[src/uv_trip_pkg.sv]
// Constants shared by the undervoltage trip block.
// Assumes a 25 MHz clock and magnitudes in 0.01 % steps.
`default_nettype none
package uv_trip_pkg;

	// Clock and timing
	localparam int CLK_HZ       = 25_000_000;
	localparam int MS_PER_S     = 1000;
	localparam int MS_CYCLES    = CLK_HZ / MS_PER_S;

	// Magnitude width and units per percent
	localparam int MAG_W        = 16;
	localparam int PCT_SCALE    = 100;

	// APB register byte offsets
	localparam logic [7:0] CTRL_ADDR   = 8'h00;
	localparam logic [7:0] START_ADDR  = 8'h04;
	localparam logic [7:0] BLOCK_ADDR  = 8'h08;
	localparam logic [7:0] RATIO_ADDR  = 8'h0C;
	localparam logic [7:0] DELAY_ADDR  = 8'h10;
	localparam logic [7:0] STATUS_ADDR = 8'h14;
	localparam logic [7:0] IRQST_ADDR  = 8'h18;
	localparam logic [7:0] IRQMSK_ADDR = 8'h1C;

	// Control register fields
	localparam int CTRL_OPER_LSB = 0;
	localparam int CTRL_OPER_MSB = 1;
	localparam int CTRL_STONLY   = 2;
	localparam int CTRL_PAIRS    = 3;

	// Interrupt bits
	localparam int IRQ_W         = 2;
	localparam int IRQ_START     = 0;
	localparam int IRQ_TRIP      = 1;

	// Setting ranges and defaults
	localparam logic [15:0] START_MIN   = 16'h001E;
	localparam logic [15:0] START_MAX   = 16'h0082;
	localparam logic [15:0] START_DEF   = 16'h005A;
	localparam logic [15:0] BLOCK_MIN   = 16'h0000;
	localparam logic [15:0] BLOCK_MAX   = 16'h0014;
	localparam logic [15:0] BLOCK_DEF   = 16'h000A;
	localparam logic [15:0] RATIO_MIN   = 16'h0001;
	localparam logic [15:0] RATIO_MAX   = 16'h000A;
	localparam logic [15:0] RATIO_DEF   = 16'h0005;
	localparam logic [15:0] DELAY_MIN   = 16'h0032;
	localparam logic [15:0] DELAY_MAX   = 16'hEA60;
	localparam logic [15:0] DELAY_DEF   = 16'h0064;
	localparam logic        PAIRS_DEF   = 1'b1;

	// Operation selection
	typedef enum logic [1:0] {
		OPER_OFF = 2'h0,
		OPER_ONE = 2'h1,
		OPER_TWO = 2'h2,
		OPER_ALL = 2'h3
	} oper_t;

endpackage : uv_trip_pkg
`default_nettype wire

[src/definite_time_undervoltage_trip.sv]
// Three-phase definite-time undervoltage start and trip logic.
// Assumes magnitudes and block input come from logic on clk.
`timescale 1ns/100ps
`default_nettype none

// What this block does
// - Phase starts when magnitude is below start level and above block level.
// - Phase start held low while magnitude is at or below block level.
// - General start is high while any phase is started.
// - Trip only after delay expiry and when start-only is clear.
// - Operation select off, one, two or all; off disables all starts and trips.
// - Start-only flag, default zero, suppresses trips but keeps starts.
// - Operate delay in milliseconds, 50 to 60000, default 100.
// - Delay counts only while magnitude stays under the start level.
// - Per-phase trips kept inside; only per-phase starts are published.
// - Pair mode relabels channels as L12, L23 and L31.
// - Phase-to-phase magnitudes are used by default.
// - External block input clears all starts and trips.
module definite_time_undervoltage_trip
	import uv_trip_pkg::*;
#(
	parameter int CYCLES_PER_MS = uv_trip_pkg::MS_CYCLES
) (
	// Clock and reset
	input  wire logic                         clk,
	input  wire logic                         reset_n,
	// APB slave
	input  wire logic [7:0]                   paddr,
	input  wire logic                         psel,
	input  wire logic                         penable,
	input  wire logic                         pwrite,
	input  wire logic [31:0]                  pwdata,
	output var  logic [31:0]                  prdata,
	output var  logic                         pready,
	output var  logic                         pslverr,
	// Magnitudes from the upstream chain
	input  wire logic [uv_trip_pkg::MAG_W-1:0] phaseAMagnitude,
	input  wire logic [uv_trip_pkg::MAG_W-1:0] phaseBMagnitude,
	input  wire logic [uv_trip_pkg::MAG_W-1:0] phaseCMagnitude,
	input  wire logic [uv_trip_pkg::MAG_W-1:0] pairAbMagnitude,
	input  wire logic [uv_trip_pkg::MAG_W-1:0] pairBcMagnitude,
	input  wire logic [uv_trip_pkg::MAG_W-1:0] pairCaMagnitude,
	input  wire logic                         externalBlockInput,
	// Protection outputs
	output var  logic                         phaseAStart,
	output var  logic                         phaseBStart,
	output var  logic                         phaseCStart,
	output var  logic                         generalStartOut,
	output var  logic                         generalTripOut,
	output var  logic                         pairLabels,
	output var  logic                         irq
);

	// Settings and interrupt state
	oper_t              operationSelect;
	logic               startOnlyFlag;
	logic               pairMode;
	logic [15:0]        startLevelSetting;
	logic [15:0]        blockingLevelSetting;
	logic [15:0]        dropoffRatioSetting;
	logic [15:0]        operateDelaySetting;
	logic [IRQ_W-1:0]   irqStatus;
	logic [IRQ_W-1:0]   irqMask;

	// Protection state
	logic [2:0]         phaseStart;
	logic [2:0]         phaseTrip;
	logic [15:0]        phaseTimer [3];
	logic [15:0]        msCount;
	logic               msTick;
	logic [MAG_W-1:0]   mag [3];
	logic [MAG_W-1:0]   pickLevel;
	logic [MAG_W-1:0]   dropLevel;
	logic [MAG_W-1:0]   blockLevel;
	logic               enabled;
	logic               next_generalStart;
	logic               next_generalTrip;
	logic [IRQ_W-1:0]   events;

	// Bus handshake terms
	logic               accessTaken;
	logic               writeTaken;
	logic [IRQ_W-1:0]   irqClear;
	logic [31:0]        next_prdata;
	logic               next_pslverr;

	// Keeps a written setting inside its legal range
	function automatic logic [15:0] clampSetting(
		input logic [31:0] value,
		input logic [15:0] lo,
		input logic [15:0] hi
	);
		if (value < {16'h0000, lo}) begin
			return lo;
		end else if (value > {16'h0000, hi}) begin
			return hi;
		end
		return value[15:0];
	endfunction : clampSetting

	// Number of set bits among three
	function automatic logic [1:0] countOnes(input logic [2:0] bits);
		return 2'(bits[0]) + 2'(bits[1]) + 2'(bits[2]);
	endfunction : countOnes

	// Tripped phases needed for a general trip under each selection
	function automatic logic [1:0] phasesNeeded(input oper_t sel);
		case (sel)
			OPER_ONE: return 2'h1;
			OPER_TWO: return 2'h2;
			OPER_ALL: return 2'h3;
			default:  return 2'h3;
		endcase
	endfunction : phasesNeeded

	// Percent setting times a factor, in magnitude units
	function automatic logic [MAG_W-1:0] scaled(
		input logic [15:0] pct,
		input logic [15:0] factor
	);
		logic [31:0] prod;
		prod = 32'(pct) * 32'(factor);
		return prod[MAG_W-1:0];
	endfunction : scaled

	// Channel source; upstream does all magnitude math
	always_comb begin
		if (pairMode) begin
			mag[0] = pairAbMagnitude;
			mag[1] = pairBcMagnitude;
			mag[2] = pairCaMagnitude;
		end else begin
			mag[0] = phaseAMagnitude;
			mag[1] = phaseBMagnitude;
			mag[2] = phaseCMagnitude;
		end
	end

	// Thresholds; max product 130 * 110 fits the width
	always_comb begin
		pickLevel  = scaled(startLevelSetting, 16'(PCT_SCALE));
		dropLevel  = scaled(startLevelSetting,
			16'(PCT_SCALE) + dropoffRatioSetting);
		blockLevel = scaled(blockingLevelSetting, 16'(PCT_SCALE));
	end

	// Off selection or external block stops the function
	assign enabled = (operationSelect != OPER_OFF)
		&& !externalBlockInput;

	// Per-phase start with hysteresis
	always_ff @(posedge clk or negedge reset_n) begin
		if (!reset_n) begin
			phaseStart <= 3'h0;
		end else begin
			for (int i = 0; i < 3; i++) begin
				if (!enabled) begin
					phaseStart[i] <= 1'b0;
				end else if (mag[i] <= blockLevel) begin
					phaseStart[i] <= 1'b0;
				end else if (mag[i] < pickLevel) begin
					phaseStart[i] <= 1'b1;
				end else if (mag[i] > dropLevel) begin
					phaseStart[i] <= 1'b0;
				end
			end
		end
	end

	// Millisecond prescaler, restarted while nothing is started
	// so the first tick lands a full millisecond after pickup
	always_ff @(posedge clk or negedge reset_n) begin
		if (!reset_n) begin
			msCount <= 16'h0000;
			msTick  <= 1'b0;
		end else if (phaseStart == 3'h0) begin
			msCount <= 16'h0000;
			msTick  <= 1'b0;
		end else if (msCount == 16'(CYCLES_PER_MS - 1)) begin
			msCount <= 16'h0000;
			msTick  <= 1'b1;
		end else begin
			msCount <= msCount + 16'h0001;
			msTick  <= 1'b0;
		end
	end

	// Per-phase delay timers, in milliseconds, saturating
	always_ff @(posedge clk or negedge reset_n) begin
		if (!reset_n) begin
			for (int i = 0; i < 3; i++) begin
				phaseTimer[i] <= 16'h0000;
			end
		end else begin
			for (int i = 0; i < 3; i++) begin
				if (!phaseStart[i] || !enabled) begin
					phaseTimer[i] <= 16'h0000;
				end else if (msTick && mag[i] < pickLevel
					&& phaseTimer[i] < operateDelaySetting) begin
					// Holds inside the hysteresis band
					phaseTimer[i] <= phaseTimer[i] + 16'h0001;
				end
			end
		end
	end

	// Internal per-phase trips, never driven to a pin
	always_comb begin
		for (int i = 0; i < 3; i++) begin
			phaseTrip[i] = phaseStart[i]
				&& (phaseTimer[i] >= operateDelaySetting);
		end
	end

	// General start and trip decisions
	always_comb begin
		next_generalStart = enabled && (|phaseStart);
		next_generalTrip  = enabled && !startOnlyFlag
			&& (countOnes(phaseTrip)
			>= phasesNeeded(operationSelect));
		events = {next_generalTrip & ~generalTripOut,
			next_generalStart & ~generalStartOut};
	end

	// Registered protection outputs
	always_ff @(posedge clk or negedge reset_n) begin
		if (!reset_n) begin
			generalStartOut <= 1'b0;
			generalTripOut  <= 1'b0;
			pairLabels      <= PAIRS_DEF;
		end else begin
			generalStartOut <= next_generalStart;
			generalTripOut  <= next_generalTrip;
			pairLabels      <= pairMode;
		end
	end

	// Per-phase starts are the published flags
	assign phaseAStart = phaseStart[0];
	assign phaseBStart = phaseStart[1];
	assign phaseCStart = phaseStart[2];

	// APB: one wait state, write and read land when pready is high
	assign accessTaken = psel && penable && !pready;
	assign writeTaken  = psel && penable && pready && pwrite;

	always_ff @(posedge clk or negedge reset_n) begin
		if (!reset_n) begin
			pready <= 1'b0;
		end else begin
			pready <= accessTaken;
		end
	end

	// Read mux and unmapped-address error
	always_comb begin
		next_prdata  = 32'h0000_0000;
		next_pslverr = 1'b0;
		case (paddr)
			CTRL_ADDR: begin
				next_prdata[CTRL_OPER_MSB:CTRL_OPER_LSB] = operationSelect;
				next_prdata[CTRL_STONLY] = startOnlyFlag;
				next_prdata[CTRL_PAIRS]  = pairMode;
			end
			START_ADDR:  next_prdata[15:0] = startLevelSetting;
			BLOCK_ADDR:  next_prdata[15:0] = blockingLevelSetting;
			RATIO_ADDR:  next_prdata[15:0] = dropoffRatioSetting;
			DELAY_ADDR:  next_prdata[15:0] = operateDelaySetting;
			STATUS_ADDR: begin
				// Trip is general only; phase trips stay hidden
				next_prdata[5:0] = {pairMode, generalTripOut,
					generalStartOut, phaseStart};
			end
			IRQST_ADDR:  next_prdata[IRQ_W-1:0] = irqStatus;
			IRQMSK_ADDR: next_prdata[IRQ_W-1:0] = irqMask;
			default:     next_pslverr = 1'b1;
		endcase
	end

	// Read data and error captured for the ready cycle
	always_ff @(posedge clk or negedge reset_n) begin
		if (!reset_n) begin
			prdata  <= 32'h0000_0000;
			pslverr <= 1'b0;
		end else if (accessTaken) begin
			prdata  <= pwrite ? 32'h0000_0000 : next_prdata;
			pslverr <= next_pslverr;
		end else begin
			pslverr <= 1'b0;
		end
	end

	// Setting registers; out-of-range writes are clamped
	always_ff @(posedge clk or negedge reset_n) begin
		if (!reset_n) begin
			operationSelect      <= OPER_OFF;
			startOnlyFlag        <= 1'b0;
			pairMode             <= PAIRS_DEF;
			startLevelSetting    <= START_DEF;
			blockingLevelSetting <= BLOCK_DEF;
			dropoffRatioSetting  <= RATIO_DEF;
			operateDelaySetting  <= DELAY_DEF;
			irqMask              <= {IRQ_W{1'b0}};
		end else if (writeTaken) begin
			case (paddr)
				CTRL_ADDR: begin
					operationSelect <=
						oper_t'(pwdata[CTRL_OPER_MSB:CTRL_OPER_LSB]);
					startOnlyFlag   <= pwdata[CTRL_STONLY];
					pairMode        <= pwdata[CTRL_PAIRS];
				end
				START_ADDR: startLevelSetting <=
					clampSetting(pwdata, START_MIN, START_MAX);
				BLOCK_ADDR: blockingLevelSetting <=
					clampSetting(pwdata, BLOCK_MIN, BLOCK_MAX);
				RATIO_ADDR: dropoffRatioSetting <=
					clampSetting(pwdata, RATIO_MIN, RATIO_MAX);
				DELAY_ADDR: operateDelaySetting <=
					clampSetting(pwdata, DELAY_MIN, DELAY_MAX);
				IRQMSK_ADDR: irqMask <= pwdata[IRQ_W-1:0];
				default: ;
			endcase
		end
	end

	// Write-one-to-clear mask for the sticky status
	assign irqClear = (writeTaken && paddr == IRQST_ADDR)
		? pwdata[IRQ_W-1:0] : {IRQ_W{1'b0}};

	// Sticky events; a new event beats a same-cycle clear
	always_ff @(posedge clk or negedge reset_n) begin
		if (!reset_n) begin
			irqStatus <= {IRQ_W{1'b0}};
		end else begin
			irqStatus <= (irqStatus & ~irqClear) | events;
		end
	end

	// Level interrupt, one cycle behind the status
	always_ff @(posedge clk or negedge reset_n) begin
		if (!reset_n) begin
			irq <= 1'b0;
		end else begin
			irq <= |(irqStatus & irqMask);
		end
	end

endmodule : definite_time_undervoltage_trip
`default_nettype wire

[config.mk]
export PLATFORM = sky130hd
export DESIGN_NAME = definite_time_undervoltage_trip
export DESIGN_NICKNAME = d
export VERILOG_FILES = /design/src/uv_trip_pkg.sv /design/src/definite_time_undervoltage_trip.sv
export SDC_FILE = /design/constraint.sdc
export NUM_CORES = 1
export LEC_CHECK = 0
export BUFFER_PORTS_ARGS = -buffer_cell sky130_fd_sc_hd__buf_4
export CAP_MARGIN = 10
export CORE_MARGIN = 2
export CORE_UTILIZATION = 30
export CTS_BUF_LIST = sky130_fd_sc_hd__clkbuf_2 sky130_fd_sc_hd__clkbuf_4 sky130_fd_sc_hd__clkbuf_8
export CTS_CLUSTER_DIAMETER = 100
export DETAILED_ROUTE_END_ITERATION = 10
export PLACE_DENSITY = 0.55
export SYNTH_ARGS = -nofsm -noshare
export SYNTH_HDL_FRONTEND = slang
export SYNTH_SLANG_ARGS = --single-unit
[constraint.sdc]
create_clock -name clk -period 8.5 [get_ports clk]
set_input_delay 0 -clock clk [delete_from_list [all_inputs] [get_ports clk]]
set_output_delay 0 -clock clk [all_outputs]
set_load 0.02 [all_outputs]
==> results.cfg, run 1 <==
[run_status]
status = completed

[synthesis]
synth_edf_count = 0
synth_area_leaders = dfrtp_1, ha_1, fa_1, inv_1, nand2_1
synthArstFlopShare = 1.00
yosysTopAreaCellShare = 0.203
ys.flop_type = dfrtp_1
synth_warnings = 0
syn-instance-count = 2069
yosysSeqAreaShare = 0.222
synthTopCellsByCount = ha_1, inv_1, nand2_1
yosysTopAreaCell = dfrtp_1
syn_avg_cell_area_um2 = 8.88
yosysMostFrequentCell = ha_1
ys_types = 81
ys_ff_latch = 162
synthesis.area_um2 = 18400

[drt]
drtIter0Drc = 997
drtAntennaViolNets = 0
drcViolationCount = 0
wl_per_cell_um = 19.3
dr.pass1.iters = 5
vias = 15900
via_per_inst = 5.23
drt_wl_total_mm = 58.7

[power]
powerDensity_nw_per_um2 = 84.1
power.leakage_uw = 0.0102
total_power_uw = 1780
ir_worst_vdd_uv = 70.7

[timing]
slew_headroom = 0.264
timing.fmax_ghz = 0.125
finalSetupViolations = 0
grt_setup_unrepaired = false
final_max_slew_viol_count = 0
skew_ns = 0.0244
period_needed_ns = 8.01
min_period_over_period = 0.942
hold_viol_final = 0
finalSetupTns_ns = 0
worst_slew_pin_slew_ns = 1.09
hold_slack_ns = 0.00833

[worst_setup_path]
crit_path_start_kind = flip-flop
cp.arrival_ns = 8.40
r2r_start = dropoffRatioSetting[2]$_DFFE_PN1P_
slowest_delay_ns = 0.62
critical_path_class = flip-flop to flip-flop
rrSetupSlack_ns = 0.49
r2r-end = phaseStart[2]$_DFFE_PN0P_
endpoint = phaseStart[2]$_DFFE_PN0P_
worstSetupStartpoint = dropoffRatioSetting[2]$_DFFE_PN1P_
cp_max_fo = 10
critPathCaptureType = flip-flop
cpMostUsedCell = fa_1
worst_r2r_path_depth = 31
slowest_stage = dfstp_2
critPathRequiredTime_ns = 8.90

[clock_network]
post_cts_buffers = 0
cts_inserted_buffers = 17
htree_num_levels = 4
cts-root-buf = clkbuf_8
insertion_delay_ns = 0.49
clk_pin_slew_worst_paths_ns = 0.12
clkSinkCount = 162
cts_tree = built
clockBufferDepth = 2

[layout]
final_layout_size_suffix_gt1_frac = 0.133
fin_cells = 3039
area_growth_pct = 15.5
num_antenna_cells = 0
fin_nets = 2765

[placement]
dp_hpwl_mm = 47.5
port_buffers = 166
dpl.cell_count = 2979
routabilityCongestion = 0.894

[floorplan]
start_util = 0.304
die_w_um = 251
die_area_um2 = 63200
coreArea_um2 = 60500
io_pins = 183
die_y_um = 251
fp-row-count = 90

[global_routing]
grt_max_degree = 62
grt_usage = 0.187
antenna_found_initial = 1
grt_pass1_vias = 16500
globalRouteOverflowTotal = 0
grt_pass1_wl_mm = 92.4

[hold_path]
holdCritPathClass = primary input to flip-flop

[job]
maxCapViolCount = 0
[area by class of cell]
class	instances	area, µm²
timing repair buffer	219	1720
multi-input combinational	1582	13100
fill	6112	39300
tap	782	978
clock buffer	18	248
sequential	162	4070
inverter	262	983
clock inverter	14	161
[cell families (layout without fill, tap and decap cells)]
logic type / after synthesis / count (layout) / share of synthesized area
simple gates: 647 / 647 / 0.179
compound gates: 392 / 392 / 0.145
fa+ha+maj: 381 / 381 / 0.299
buf+inv: 340 / 513 / 0.0728
flops: 162 / 162 / 0.222
xor+xnor: 78 / 78 / 0.0419
mux: 68 / 68 / 0.0400
other cells: 1 / 16 / 0.000204
[repair_timing]
item                                    4_1_cts  5_1_grt
hold buffers                                 28        0
resized for setup                             0        3
endpoints found under the setup margin        0        3
endpoints found under the hold margin       101        0
[layer usage]
layer / up-vias / part of all wire / global-route usage / routed length (µm)
li1: 7558 / - / - / -
met4: 2 / 0.041 / 0.0786 / 2400
met3: 127 / 0.053 / 0.0264 / 3120
met2: 440 / 0.49 / 0.322 / 28700
met1: 7754 / 0.42 / 0.233 / 24400
met5: - / 0.00022 / 0 / 13
[worst max-delay path: cells and delay by family, from the launching register on]
kind,cells,cell delay [ns]
and+or+nand+nor,6,0.75
buffers and inverters,5,0.38
adders and majority gates,10,4.00
DFF,1,0.62
AOI/OAI and AO/OA,8,1.83
xor gates and xnor gates,2,0.33
[placed cells by master (no fill, tap or decap), types with 15 or more instances in the layout]
cell	count
a21o_1	40
a21oi_1	91
and2_1	65
and3_1	18
buf_4	190
clkbuf_8	18
conb_1	16
dfrtp_1	149
dlygate4sd3_1	28
fa_1	97
ha_1	282
inv_1	259
mux2_2	43
mux2i_1	25
nand2_1	182
nand2b_1	34
nand3_1	46
nand4_1	45
nor2_1	107
nor2b_1	39
nor3_1	23
nor4_1	19
o21a_1	33
o21ai_0	66
o31ai_1	18
o41ai_1	15
or3_1	31
or4_1	19
xnor2_1	45
xor2_1	26
[state kept, by name, indices dropped and copies added, names as in the netlist]
register,flops
blockingLevelSetting,16
dropoffRatioSetting,16
generalStartOut,1
generalTripOut,1
irq,1
irqMask,2
irqStatus,2
msCount,16
msTick,1
operateDelaySetting,16
operationSelect,2
pairLabels,1
pairMode,1
phaseStart,3
phaseTimer,48
prdata,16
pready,1
pslverr,1
startLevelSetting,16
startOnlyFlag,1
[stage by stage]
| step | setup slack [ns] | instance area, µm² | utilization |
|---|---|---|---|
| floorplan | 0.653 | 18400 | - |
| global placement | 0.255 | 20500 | 0.339 |
| detailed placement | 0.210 | 20500 | 0.339 |
| CTS | 0.210 | 21200 | 0.351 |
| global route | 0.0121 | 21200 | 0.351 |
| finish | 0.492 | 21200 | 0.351 |
[worst min path at each step]
stage                     slack [ns]        from  cells after the start                                  end
after detailed placement       -0.02     reset_n                      1                 msCount[0]$_DFF_PN0_
after CTS                      0.004  pwdata[31]                      5  operateDelaySetting[14]$_DFFE_PN0P_
after floorplan                -0.30     reset_n                      0  blockingLevelSetting[0]$_DFFE_PN0P_
after global placement         -0.02     reset_n                      1                 msCount[0]$_DFF_PN0_
final                          0.008  pwdata[18]                      5  operateDelaySetting[14]$_DFFE_PN0P_
after global routing            0.04  pwdata[31]                      5  operateDelaySetting[15]$_DFFE_PN0P_
[power by group]
part,internal [µW],switching [µW],total [µW]
clock,230,361,591
sequential,773,3.91,777
combinational,178,238,416
total,1180,603,1780
Power figures use the tool's default switching activity.
==> run 2, diff against run 1 <==
CELL_PAD_IN_SITES_DETAIL_PLACEMENT = 2   (was default)
CELL_PAD_IN_SITES_GLOBAL_PLACEMENT = 2   (was default)
GPL_TIMING_DRIVEN = 0   (was default)
PLACE_DENSITY = 0.76   (was 0.55)
==> results.cfg, run 2 (same netlist as run 1, synthesis figures left out) <==
[timing]
period_needed_ns = 8.22
skew_ns = 0.0147
final_max_slew_viol_count = 0
finalSetupViolations = 0
worst_slew_pin_slew_ns = 1.18
hold_viol_final = 0
min_period_over_period = 0.967
slew_headroom = 0.208
timing.fmax_ghz = 0.122
finalSetupTns_ns = 0

[layout]
final_common_cell = ha_1
utilization = 0.356
fin_nets = 2814
seq_area_um2 = 4070
largest_reg_flops = 48
regMostFlops = phaseTimer
nFillCells = 6713
fin_cells = 3089
multi_input_area_um2 = 13200
area_growth_pct = 17.2
final_cell_mix = ha_1, inv_1, buf_4, nand2_1, dfrtp_1
final_area_um2 = 21500
final_layout_size_suffix_gt1_frac = 0.140

[drt]
wl_per_cell_um = 23.6
drcViolationCount = 0
vias = 16800
top_layer = met4
drtIter0Drc = 637
routed-wl-met2_mm = 38.2
drtAntennaViolNets = 0
route.met3.wl_mm = 2.32
wl_met1_mm = 30.2
drt_wl_total_mm = 73.0
dr.pass1.iters = 6
via_per_inst = 5.43

[floorplan]
die_y_um = 251
die_w_um = 251
io_pins = 183
start_util = 0.304
coreArea_um2 = 60500
fp-row-count = 90
die_area_um2 = 63200

[job]
maxCapViolCount = 0

[global_routing]
grt_max_degree = 120
grt_pass1_vias = 19500
grt_pass1_wl_mm = 113
grt_usage = 0.232
antenna_found_initial = 0
globalRouteOverflowTotal = 0

[hold_path]
holdPathStages = 3
min-delay-start = pwdata[1]
worstHoldEndpoint = blockingLevelSetting[1]$_DFFE_PN1P_
holdCritPathClass = primary input to flip-flop

[placement]
dpl.cell_count = 3031
routabilityCongestion = 0.868
dp_hpwl_mm = 59.6
port_buffers = 162
place_area_um2 = 20700

[power]
p_seq_frac = 0.421
switching_share = 0.340
p_clk_frac = 0.332
p_int_uw = 1220
ir_worst_vdd_uv = 72.8
power.leakage_uw = 0.0103
p_comb_frac = 0.247
powerDensity_nw_per_um2 = 85.7
p_sw_uw = 628

[clock_network]
clk_pin_slew_worst_paths_ns = 0.11
cts-root-buf = clkbuf_8
clockBufferDepth = 2
insertion_delay_ns = 0.49
cts_inserted_buffers = 17
htree_num_levels = 4
cts_tree = built
clkSinkCount = 162

[worst_setup_path]
slowest_delay_ns = 0.59
rrSetupSlack_ns = 0.28
critPathCaptureType = flip-flop
r2r_start = startLevelSetting[0]$_DFFE_PN0P_
cpMostUsedCell = inv_1
cp_max_fo = 10
slowest_stage = fa_1
cp.arrival_ns = 8.58
critical_path_class = flip-flop to flip-flop
crit_path_start_kind = flip-flop
worst_r2r_path_depth = 29
critPathRequiredTime_ns = 8.86
r2r-end = phaseStart[2]$_DFFE_PN0P_

[run_status]
status = completed
-- run 2: metrics by stage --
stage / setup WS (ns) / hold slack, ns / power [µW]
floorplan: 0.653 / -0.296 / 1030
global placement: -0.998 / 0.238 / 1190
detailed placement: -1.17 / -0.0741 / 1220
CTS: 0.0109 / 0.00538 / 1840
global route: -0.0535 / 0.0515 / 1930
finish: 0.284 / 0.0322 / 1850
-- run 2: final cells by class --
type,count,share of cell area
multi-input combinational,1582,0.614
buffer,75,0.0162
antenna,1,0.000116
tap,782,0.0455
sequential,162,0.189
clock inverter,13,0.00645
timing repair buffer,193,0.0714
inverter,262,0.0458
clock buffer,19,0.0119
-- run 2: power by group through the flow --
stage,registers (µW),clock network [µW],logic (µW)
finish,777,613,456
global route,777,645,504
CTS,777,619,447
detailed placement,791,0,432
global placement,791,0,401
floorplan,790,0,240
-- run 2: routing by layer --
metal	vias up	GRT usage
li1	7642	-
met5	-	0
met1	8684	0.274
met4	0	0.0813
met3	122	0.0231
met2	321	0.433
-- run 2: how the worst max path moves through the flow --
stage,cells after the start,from,end
after floorplan,30,dropoffRatioSetting[2]$_DFFE_PN1P_,phaseStart[2]$_DFFE_PN0P_
after global placement,27,startLevelSetting[1]$_DFFE_PN1P_,phaseStart[2]$_DFFE_PN0P_
after detailed placement,27,startLevelSetting[1]$_DFFE_PN1P_,phaseStart[2]$_DFFE_PN0P_
final,29,startLevelSetting[0]$_DFFE_PN0P_,phaseStart[2]$_DFFE_PN0P_
after global routing,30,dropoffRatioSetting[5]$_DFFE_PN0P_,phaseStart[2]$_DFFE_PN0P_
after CTS,24,dropoffRatioSetting[2]$_DFFE_PN1P_,phaseStart[0]$_DFFE_PN0P_
-- run 2: repair_timing --
item | 4_1_cts | 5_1_grt
endpoints found under the setup margin | 3 | 3
buffers inserted | 2 | 5
gates resized for setup | 18 | 20
pin swaps | 2 | 7
hold buffers | 20 | 0
hold endpoints to repair | 176 | 0
-- run 2: critical path, delay by kind of cell, from the launching register on --
family / cells / cell delay (ns)
flops: 1 / 0.52
fa+ha+maj: 9 / 3.68
buf+inv: 7 / 1.24
compound gates: 5 / 1.25
simple gates: 7 / 1.14
xor+xnor: 1 / 0.21
